`src/shared/tocu_pkg.sv`:
```
// constants, types and helpers of the timer output compare unit
package tocu_pkg;
  localparam int unsigned NCH = 5;
  localparam logic [15:0] CMP_RST = 16'hFFFF;
  localparam logic [7:0] ADDR_COUNT = 8'h00;
  localparam logic [7:0] ADDR_CMP0 = 8'h04;
  localparam logic [7:0] ADDR_FORCE = 8'h18;
  localparam logic [7:0] ADDR_MASK = 8'h1C;
  localparam logic [7:0] ADDR_DATA = 8'h20;
  localparam logic [7:0] ADDR_ACT = 8'h24;
  localparam logic [7:0] ADDR_IEN = 8'h28;
  localparam logic [7:0] ADDR_FLAG = 8'h2C;
  localparam logic [7:0] ADDR_EDGE = 8'h30;
  localparam logic [7:0] ADDR_SEL = 8'h34;
  localparam logic [7:0] ADDR_LOBUF = 8'h38;
  localparam int unsigned SEL_BIT = 2;
  localparam int unsigned CAP_BIT = 2;
  localparam logic [7:0] HI5_MASK = 8'hF8;
  localparam logic [1:0] RESP_OKAY = 2'h0;
  localparam logic [1:0] RESP_SLVERR = 2'h2;
  typedef struct packed {
    logic mode;
    logic level;
  } tocu_act_s;
  localparam tocu_act_s ACT_OFF = '{mode: 1'b0, level: 1'b0};
  localparam tocu_act_s ACT_TOG = '{mode: 1'b0, level: 1'b1};
  function automatic logic tocu_apply(input tocu_act_s a, input logic cur);
    unique case ({a.mode, a.level})
      2'h0: tocu_apply = cur;
      2'h1: tocu_apply = ~cur;
      2'h2: tocu_apply = 1'b0;
      default: tocu_apply = 1'b1;
    endcase
  endfunction
  function automatic logic tocu_edge(input logic [1:0] cfg, input logic cur, input logic prv);
    tocu_edge = (cfg[0] & cur & ~prv) | (cfg[1] & ~cur & prv);
  endfunction
endpackage

```
`src/design/tocu_top.sv`:
```
// output compare unit with axi4-lite register slave
//
// Local design decisions: the AXI4-Lite register port and the address map.
`timescale 1ns/1ps
`default_nettype none
module tocu_top (
  input wire logic aclk,
  input wire logic aresetn,
  input wire logic [7:0] s_awaddr,
  input wire logic s_awvalid,
  output logic s_awready,
  input wire logic [31:0] s_wdata,
  input wire logic [3:0] s_wstrb,
  input wire logic s_wvalid,
  output logic s_wready,
  output logic [1:0] s_bresp,
  output logic s_bvalid,
  input wire logic s_bready,
  input wire logic [7:0] s_araddr,
  input wire logic s_arvalid,
  output logic s_arready,
  output logic [31:0] s_rdata,
  output logic [1:0] s_rresp,
  output logic s_rvalid,
  input wire logic s_rready,
  input wire logic [3:0] cap_in,
  output logic [tocu_pkg::NCH-1:0] pin_out,
  output logic [tocu_pkg::NCH-1:0] pin_oe,
  output logic irq
);
  import tocu_pkg::*;

  ////////////////////////////////////////////////////////////////////////
  // state
  logic [15:0] count_r;
  logic [15:0] cmp_r [NCH];
  logic [NCH-1:0] inh_r;
  logic [NCH-1:0] frc_r;
  logic [7:0] mask_r;
  logic [7:0] data_r;
  logic [7:0] act_r;
  logic [7:0] ien_r;
  logic [7:0] flag_r;
  logic [7:0] edge_r;
  logic sel_r;
  logic [7:0] lobuf_r;
  logic [NCH-1:0] pin_r;
  logic [NCH-1:0] oe_r;
  logic irq_r;
  logic [3:0] cs1_r;
  logic [3:0] cs2_r;
  logic [3:0] cs3_r;
  logic aw_r;
  logic bv_r;
  logic [1:0] br_r;
  logic ar_r;
  logic rv_r;
  logic [1:0] rr_r;
  logic [31:0] rd_r;

  ////////////////////////////////////////////////////////////////////////
  // bus decode
  logic wr_fire;
  logic rd_fire;
  logic [7:0] wa;
  logic [7:0] ra;
  logic [NCH-1:0] cmp_wr;
  logic [NCH-1:0] cmp_hi;
  logic wr_ok;
  logic rd_ok;
  logic [7:0] flag_set;
  logic [7:0] flag_clr;
  logic [NCH-1:0] match;
  logic [3:0] cap_hit;
  logic [7:0] flag_nxt;
  logic [NCH-1:0] pin_nxt;
  logic [NCH-1:0] oe_nxt;
  tocu_act_s act [2:NCH];

  assign wr_fire = s_awvalid & s_wvalid & ~aw_r & ~bv_r;
  assign rd_fire = s_arvalid & ~ar_r & ~rv_r;
  assign wa = s_awaddr;
  assign ra = s_araddr;

  function automatic int unsigned cmp_idx(input logic [7:0] a);
    cmp_idx = int'((a - ADDR_CMP0) >> 2);
  endfunction

  function automatic logic is_cmp(input logic [7:0] a);
    is_cmp = (a >= ADDR_CMP0) && (a < ADDR_FORCE) && (a[1:0] == 2'h0);
  endfunction

  function automatic logic [15:0] merge16(input logic [15:0] old, input logic [31:0] d,
                                          input logic [3:0] st);
    merge16 = {st[1] ? d[15:8] : old[15:8], st[0] ? d[7:0] : old[7:0]};
  endfunction

  always_comb begin
    for (int i = 0; i < NCH; i++) begin
      cmp_wr[i] = wr_fire && is_cmp(wa) && (cmp_idx(wa) == i)
                  && !(i == NCH-1 && sel_r);
      cmp_hi[i] = cmp_wr[i] & s_wstrb[1];
    end
  end

  always_comb begin
    case (wa)
      ADDR_COUNT, ADDR_FORCE, ADDR_MASK, ADDR_DATA, ADDR_ACT,
      ADDR_IEN, ADDR_FLAG, ADDR_EDGE, ADDR_SEL, ADDR_LOBUF: wr_ok = 1'b1;
      default: wr_ok = is_cmp(wa);
    endcase
    case (ra)
      ADDR_COUNT, ADDR_FORCE, ADDR_MASK, ADDR_DATA, ADDR_ACT,
      ADDR_IEN, ADDR_FLAG, ADDR_EDGE, ADDR_SEL, ADDR_LOBUF: rd_ok = 1'b1;
      default: rd_ok = is_cmp(ra);
    endcase
  end

  ////////////////////////////////////////////////////////////////////////
  // axi4-lite write channel
  always_ff @(posedge aclk) begin
    if (!aresetn) begin
      aw_r <= 1'b0;
      bv_r <= 1'b0;
      br_r <= RESP_OKAY;
    end else begin
      aw_r <= wr_fire;
      if (wr_fire) begin
        br_r <= wr_ok ? RESP_OKAY : RESP_SLVERR;
      end
      // response only after the address and data handshake
      if (aw_r) begin
        bv_r <= 1'b1;
      end else if (s_bready) begin
        bv_r <= 1'b0;
      end
    end
  end

  ////////////////////////////////////////////////////////////////////////
  // axi4-lite read channel
  always_ff @(posedge aclk) begin
    if (!aresetn) begin
      ar_r <= 1'b0;
      rv_r <= 1'b0;
      rr_r <= RESP_OKAY;
      rd_r <= 32'h0;
    end else begin
      ar_r <= rd_fire;
      // read data only after the address handshake
      if (ar_r) begin
        rv_r <= 1'b1;
      end else if (s_rready) begin
        rv_r <= 1'b0;
      end
      if (rd_fire) begin
        rr_r <= rd_ok ? RESP_OKAY : RESP_SLVERR;
        rd_r <= 32'h0;
        if (is_cmp(ra)) begin
          rd_r[15:0] <= cmp_r[cmp_idx(ra)];
        end else begin
          case (ra)
            ADDR_COUNT: rd_r[15:0] <= count_r;
            ADDR_MASK: rd_r[7:0] <= mask_r;
            ADDR_DATA: rd_r[7:0] <= data_r;
            ADDR_ACT: rd_r[7:0] <= act_r;
            ADDR_IEN: rd_r[7:0] <= ien_r;
            ADDR_FLAG: rd_r[7:0] <= flag_r;
            ADDR_EDGE: rd_r[7:0] <= edge_r;
            ADDR_SEL: rd_r[SEL_BIT] <= sel_r;
            ADDR_LOBUF: rd_r[7:0] <= lobuf_r;
            default: rd_r <= 32'h0;
          endcase
        end
      end
    end
  end

  ////////////////////////////////////////////////////////////////////////
  // counter and coherent low byte buffer
  always_ff @(posedge aclk) begin
    if (!aresetn) begin
      count_r <= 16'h0;
      lobuf_r <= 8'h0;
    end else begin
      count_r <= count_r + 16'h1;
      if (rd_fire && ra == ADDR_COUNT) begin
        lobuf_r <= count_r[7:0];
      end
    end
  end

  ////////////////////////////////////////////////////////////////////////
  // compare values, inhibit and capture four
  always_ff @(posedge aclk) begin
    if (!aresetn) begin
      for (int i = 0; i < NCH; i++) begin
        cmp_r[i] <= CMP_RST;
      end
      inh_r <= '0;
    end else begin
      inh_r <= cmp_hi;
      for (int i = 0; i < NCH; i++) begin
        if (cmp_wr[i]) begin
          cmp_r[i] <= merge16(cmp_r[i], s_wdata, s_wstrb);
        end
      end
      if (sel_r && cap_hit[3]) begin
        cmp_r[NCH-1] <= count_r;
      end
    end
  end

  ////////////////////////////////////////////////////////////////////////
  // control registers
  always_ff @(posedge aclk) begin
    if (!aresetn) begin
      mask_r <= 8'h0;
      data_r <= 8'h0;
      act_r <= 8'h0;
      ien_r <= 8'h0;
      edge_r <= 8'h0;
      sel_r <= 1'b0;
    end else if (wr_fire && s_wstrb[0]) begin
      case (wa)
        ADDR_MASK: mask_r <= s_wdata[7:0] & HI5_MASK;
        ADDR_DATA: data_r <= s_wdata[7:0] & HI5_MASK;
        ADDR_ACT: act_r <= s_wdata[7:0];
        ADDR_IEN: ien_r <= s_wdata[7:0];
        ADDR_EDGE: edge_r <= s_wdata[7:0];
        ADDR_SEL: sel_r <= s_wdata[SEL_BIT];
        default: ;
      endcase
    end
  end

  // force bits wait for the next count step
  always_ff @(posedge aclk) begin
    if (!aresetn) begin
      frc_r <= '0;
    end else if (wr_fire && s_wstrb[0] && wa == ADDR_FORCE) begin
      frc_r <= s_wdata[7:3];
    end else begin
      frc_r <= '0;
    end
  end

  ////////////////////////////////////////////////////////////////////////
  // matches, captures and flags
  always_ff @(posedge aclk) begin
    if (!aresetn) begin
      cs1_r <= 4'h0;
      cs2_r <= 4'h0;
      cs3_r <= 4'h0;
    end else begin
      cs1_r <= cap_in;
      cs2_r <= cs1_r;
      cs3_r <= cs2_r;
    end
  end

  always_comb begin
    for (int i = 0; i < 4; i++) begin
      cap_hit[i] = tocu_edge(edge_r[2*i +: 2], cs2_r[i], cs3_r[i]);
    end
    for (int i = 0; i < NCH; i++) begin
      match[i] = (cmp_r[i] == count_r) && !inh_r[i];
    end
    match[NCH-1] = match[NCH-1] && !sel_r;
  end

  always_comb begin
    flag_set = {match[0], match[1], match[2], match[3], 4'h0};
    flag_set[3] = sel_r ? cap_hit[3] : match[4];
    flag_set[CAP_BIT:0] = {cap_hit[0], cap_hit[1], cap_hit[2]};
    flag_clr = (wr_fire && s_wstrb[0] && wa == ADDR_FLAG) ? s_wdata[7:0] : 8'h0;
    flag_nxt = (flag_r & ~flag_clr) | flag_set;
  end

  always_ff @(posedge aclk) begin
    if (!aresetn) begin
      flag_r <= 8'h0;
      irq_r <= 1'b0;
    end else begin
      flag_r <= flag_nxt;
      irq_r <= |(flag_r & ien_r);
    end
  end

  ////////////////////////////////////////////////////////////////////////
  // pin actions; pin index 0..4 is PA3..PA7
  always_comb begin
    for (int c = 2; c <= NCH; c++) begin
      act[c] = tocu_act_s'(act_r[2*(NCH-c) +: 2]);
    end
    pin_nxt = pin_r;
    oe_nxt = mask_r[7:3];
    for (int c = 2; c <= NCH; c++) begin
      if (!(c == NCH && sel_r)) begin
        oe_nxt[NCH-c] = oe_nxt[NCH-c] | (act[c] != ACT_OFF);
        if (match[c-1] || frc_r[NCH-c]) begin
          pin_nxt[NCH-c] = tocu_apply(act[c], pin_r[NCH-c]);
        end
      end
    end
    if (match[0] || frc_r[NCH-1]) begin
      for (int b = 0; b < NCH; b++) begin
        if (mask_r[3+b]) begin
          pin_nxt[b] = data_r[3+b];
        end
      end
    end
  end

  always_ff @(posedge aclk) begin
    if (!aresetn) begin
      pin_r <= '0;
      oe_r <= '0;
    end else begin
      pin_r <= pin_nxt;
      oe_r <= oe_nxt;
    end
  end

  assign s_awready = aw_r;
  assign s_wready = aw_r;
  assign s_bvalid = bv_r;
  assign s_bresp = br_r;
  assign s_arready = ar_r;
  assign s_rvalid = rv_r;
  assign s_rresp = rr_r;
  assign s_rdata = rd_r;
  assign pin_out = pin_r;
  assign pin_oe = oe_r;
  assign irq = irq_r;
endmodule
`default_nettype wire

```
`config.mk`:
```
export PLATFORM = sky130hd
export DESIGN_NAME = tocu_top
export DESIGN_NICKNAME = d
export VERILOG_FILES = /design/src/shared/tocu_pkg.sv /design/src/design/tocu_top.sv
export SDC_FILE = /design/constraint.sdc
export NUM_CORES = 1
export LEC_CHECK = 0
export ABC_CLOCK_PERIOD_IN_PS = 2350
export BUFFER_PORTS_ARGS = -buffer_cell sky130_fd_sc_hd__buf_2
export CELL_PAD_IN_SITES_DETAIL_PLACEMENT = 1
export CELL_PAD_IN_SITES_GLOBAL_PLACEMENT = 1
export CORE_ASPECT_RATIO = 1.2
export CORE_MARGIN = 2
export CORE_UTILIZATION = 42
export CTS_CLUSTER_DIAMETER = 60
export DETAILED_ROUTE_END_ITERATION = 12
export PLACE_DENSITY_LB_ADDON = 0.15
export SLEW_MARGIN = 20
export SYNTH_ARGS = -nofsm -noshare
export SYNTH_HDL_FRONTEND = slang
export SYNTH_SLANG_ARGS = --single-unit
```
`constraint.sdc`:
```
create_clock -name aclk -period 2.35 [get_ports aclk]
set_clock_uncertainty 0.1 [all_clocks]
set_input_delay 0 -clock aclk [delete_from_list [all_inputs] [get_ports aclk]]
set_output_delay 0 -clock aclk [all_outputs]
set_load 0.005 [all_outputs]
```
Word-level counts from Yosys, hierarchy flattened. Memories as Yosys holds them, arrays and structs flattened. Cells that the tools add are included. W data, S select, Z words.

Register bits: 124. Latch bits: 0. Memory bits (writable): 80. Bits in read-only memories: 0. Input port bits: 63. Word-level logic and storage cells: 252. Memories: 1.

Add/sub/neg operators: 3. $mul: 0. Div/mod/pow operators: 0. $lt $le $gt $ge: 4. Eq/ne operators: 35. Shift operators: 0. Multiplexer cells: 65. Bitwise gates (word level): 60. Reductions and logical operators: 59.

Memory list: cmp_r (depth 5, bits a word 16, read ports 6, clocked after memory_dff 0, write ports 5, line tocu_top.sv:36) `logic [15:0] cmp_r [NCH];`.

Operator list (count): $eq A8 B6 Y1 const B (14); $mux W16 (7); $mux W8 (12); $eq A16 B16 Y1 (5); $eq A30 B2 Y1 const B (2); $pmux W5 S8 (1); $mux W1 (36); $eq A8 B5 Y1 const B (4); $logic_not A32 Y1 (1); $eq A30 B1 Y1 const B (1); $eq A30 B3 Y1 const B (1); $and A1 B1 Y1 (26); $logic_and A1 B1 Y1 (22); $reduce_or A10 Y1 (2); $add A16 B1 Y16 const B (1); $and A8 B8 Y8 (2); $ge A8 B3 Y1 const B (2); $logic_not A8 Y1 (2); $lt A8 B5 Y1 const B (2); $not A1 Y1 (16); $reduce_and A2 Y1 (8); $or A1 B1 Y1 (14); $logic_not A2 Y1 (6); $pmux W1 S3 (4); other kinds (14) (35).

Logic depth before layout (Yosys ltp).
Depth in word-level cells: 11. Mapped depth: 12. Mapped depth without buffers: 9.

Worst setup path after synthesis. OpenSTA, ideal clock, no wires.

Path kind: input to register. Start: input s_araddr[2]. End: register rd_r[2], in the netlist s_rdata[2]. Arrival: 2.323 ns. Data required time: 2.118 ns. Slack: -0.206 ns. Stages: 11. Path buffers: 4. Cell sequence: clkbuf_1 > buf_2 > inv_1 > ha_1 > buf_2 > buf_2 > mux4_2 > nor2_1 > nor2_1 > o211ai_1 > a21oi_1.

Word-level cells in the longest chain between the ends: 4.

RTL lines: from (decl) (line tocu_top.sv:19) `input wire logic [7:0] s_araddr,`; parallel branches: the longest is 3 deep, another holds $mem_v2 Z5 W16; $mux W16 * (line tocu_top.sv:159) `if (is_cmp(ra)) begin`; to (signal assigned) (line tocu_top.sv:160) `rd_r[15:0] <= cmp_r[cmp_idx(ra)];`; to (signal assigned) (line tocu_top.sv:163) `ADDR_COUNT: rd_r[15:0] <= count_r;`; to (signal assigned) (line tocu_top.sv:164) `ADDR_MASK: rd_r[7:0] <= mask_r;`; to (decl) (line tocu_top.sv:59) `logic [31:0] rd_r;`.

Mark *: on every way between the ends. A chain may end at the register's enable or synchronous reset.

==> impl_metrics.tcl <==
set metrics [dict create \
    crit_type "reg -> reg" \
    wl_met3_um 970 \
    syn_to_final_growth_pct 22.6 \
    fmax_mhz 442 \
    routedWlPerCell_um 22.0 \
    synth-edff-count 80 \
    grt_pass1_vias 7944 \
    drtPass1Iterations 5 \
    coreArea_um2 23000 \
    clock_path_buffers 3 \
    synth-async-reset-ratio 0 \
    root_buffer "clkbuf_16" \
    routed_via_density 5.37 \
    ys_seq_elements 202 \
    fin_cells 1430 \
    multi_input_area_um2 4610 \
    ys_types 64 \
    antenna_cells 0 \
    path_clk_slew_ns 0.06 \
    grtUsageTotal 0.259 \
    seqCellArea_um2 4860 \
    cts-buffers-inserted 22 \
    n_fill_cell 2579 \
    wl_met2_mm 16.4 \
    layout_min_cycle_time_ns 2.26 \
    crit_path_max_fanout 8 \
    setup_violations 0 \
    worst_path_largest_cell_delay_ns 0.33 \
    place_congestion 0.856 \
    m1WireLength_mm 13.0 \
    clk_latency_ns 0.51 \
    initial_core_util 0.424 \
    cp.required_ns 2.45 \
    dp_cells 1347 \
    wirelength_mm 31.4 \
    portBuffers 78 \
    slowest_stage "dfxtp_1" \
    ant_nets 0 \
    end_kind "flop" \
    crit_arrival_ns 2.37 \
    ir_drop_v 0.000420 \
    final_core_util 0.520 \
    cp_num_buf_inv 2 \
    rsz0062_at_grt "no" \
    final_common_cell "dfxtp_1" \
    relSlewSlack 0.321 \
    crit_chain "nor3_2 > and2_4 > nor3b_4 > buf_4 > nand3b_1 > o21ai_0 > buf_4" \
    yosysWarnings 0 \
    antenna_found_initial 1 \
    maxCapViolCount 0 \
    status "completed" \
    crit_top_cell "buf_4" \
    synth_flop_cell "dfxtp_1" \
    highest_layer "met5" \
    synth_cells 951 \
    p_leak_nw 4.28 \
    synthesis.area_um2 9780 \
    power_density_nw_per_um2 649 \
    hold_viol 0 \
    avgSynthCellArea_um2 10.3 \
    tritoncts "done" \
    rows 61 \
    path_delay_family "simple AND/OR/NAND/NOR gates" \
    overflow 0 \
    die_h_um 171 \
    grt_pass1_wl_mm 47.6 \
    ctsHtreeMaxLevel 1 \
    grt_max_degree 81 \
    fin_nets 1168 \
    final_layout_size_suffix_gt1_frac 0.235 \
    initialDrtViolationCount 436 \
    post-dp-hpwl_mm 23.0 \
    min_path_type "in -> reg" \
    cp-start-kind "flop" \
    cts_sinks 202 \
    timing.final.crit_share 0.964 \
    layout_common_cells "113 x dfxtp_1, 109 x nand2_1, 82 x nor2_1" \
    dr_total_vias 7674 \
    fp.dieArea_um2 24500 \
    worst_pin_slew_ns 1.01 \
    drc 0 \
    die_x_um 143 \
    final_max_slew_viol_count 0 \
    ys_seq_area_frac 0.495 \
    io_pins 115 \
]
-- flip-flops by register name (all words and copies together) (netlist names), 5 cells and up --
name and flops:
act 8, cmp_r 80, count_r 16, data_r 5
edge_r 8, flag_r 8, frc_r 5, ien_r 8
inh_r 5, lobuf_r 8, mask_r 5, pin_oe 5
pin_out 5, s_rdata 16
-- through the flow --
| step | hold WS (ns) | total power [W] | instance area [um2] | worst slack, ns | TNS (ns) |
|---|---|---|---|---|---|
| 4_1_cts | 0.0244 | 0.00784 | 11900 | 0.00932 | 0 |
| 2_1_floorplan | 0.0217 | 0.00412 | 9850 | 0.0281 | 0 |
| 3_3_place_gp | 0.111 | 0.00435 | 10800 | -0.0773 | -0.0773 |
| 5_1_grt | 0.0637 | 0.00805 | 12000 | 0.00650 | 0 |
| 3_5_place_dp | 0.111 | 0.00436 | 10800 | -0.126 | -0.126 |
| 6_report | 0.0260 | 0.00778 | 12000 | 0.0854 | 0 |
-- synth_stat cells, types with 19 or more instances --
cell / n / share of area
and2_1: 23 / 0.015
nor3_1: 26 / 0.013
o21ai_0: 28 / 0.014
mux2_2: 19 / 0.022
mux2i_1: 25 / 0.026
a21oi_1: 56 / 0.029
nand3_1: 19 / 0.0097
xor2_1: 81 / 0.073
buf_4: 19 / 0.015
dfxtp_1: 122 / 0.25
nor2_1: 82 / 0.031
buf_2: 21 / 0.011
edfxtp_1: 80 / 0.25
clkbuf_1: 35 / 0.013
nand2_1: 109 / 0.042
-- report_power, final --
group / switching (W) / total (W) / internal, W / leakage, nW
combinational: 0.000365 / 0.000613 / 0.000248 / 2.32
clock: 0.00142 / 0.00344 / 0.00203 / 0.355
sequential: 0.0000405 / 0.00373 / 0.00369 / 1.60
-- worst paths after layout --
path                         start                    endpoint  slack [ns]  depth (start not counted)
max          s_bvalid$_SDFFE_PN0P_  cmp_r[0][12]$_SDFFCE_PP1P_        0.09                          7
min                    s_araddr[0]     s_rdata[0]$_SDFFE_PN0P_        0.03                          5
max reg2reg  s_bvalid$_SDFFE_PN0P_  cmp_r[0][12]$_SDFFCE_PP1P_        0.09                          7
min reg2reg    cs1_r[2]$_SDFF_PN0_         cs2_r[2]$_SDFF_PN0_        0.34                          1
-- cells by family after synthesis --
family	after synthesis	synth area share
buffers and inverters	88	0.0461
other	1	0.000383
XOR/XNOR	92	0.0824
AND/OR/NAND/NOR	333	0.169
flip-flops	202	0.495
multiplexers	62	0.0889
adder cells (fa/ha/maj)	6	0.00768
AO/OA/AOI/OAI	167	0.110
-- worst reg2reg max path, cell delays in order, from the launching register on --
cell	delay (ns)
dfxtp_1	0.33
nor3_2	0.24
and2_4	0.20
nor3b_4	0.24
buf_4	0.17
nand3b_1	0.17
o21ai_0	0.25
buf_4	0.27
-- area by class of cell --
cell class	instances	area share
Multi-Input combinational cell	678	0.385
Sequential cell	202	0.405
Timing Repair Buffer	185	0.114
Clock inverter	9	0.00626
Inverter	10	0.00313
Clock buffer	31	0.0539
Tap cell	315	0.0329
-- per-layer routing --
metal	vias up	global-route usage
met4	2	0.0951
li1	3636	-
met1	3822	0.317
met2	150	0.470
met3	64	0.0269
met5	-	0
-- what timing repair did --
item                                    CTS  global route
pin swaps                                 0             0
setup buffers                             0             0
cloned                                    0             0
endpoints found under the hold margin   147             0
endpoints found under the setup margin    1            45
gates resized for setup                   2            17
hold buffers                             43             0
Note: power is estimated with default switching activity, not from simulation.
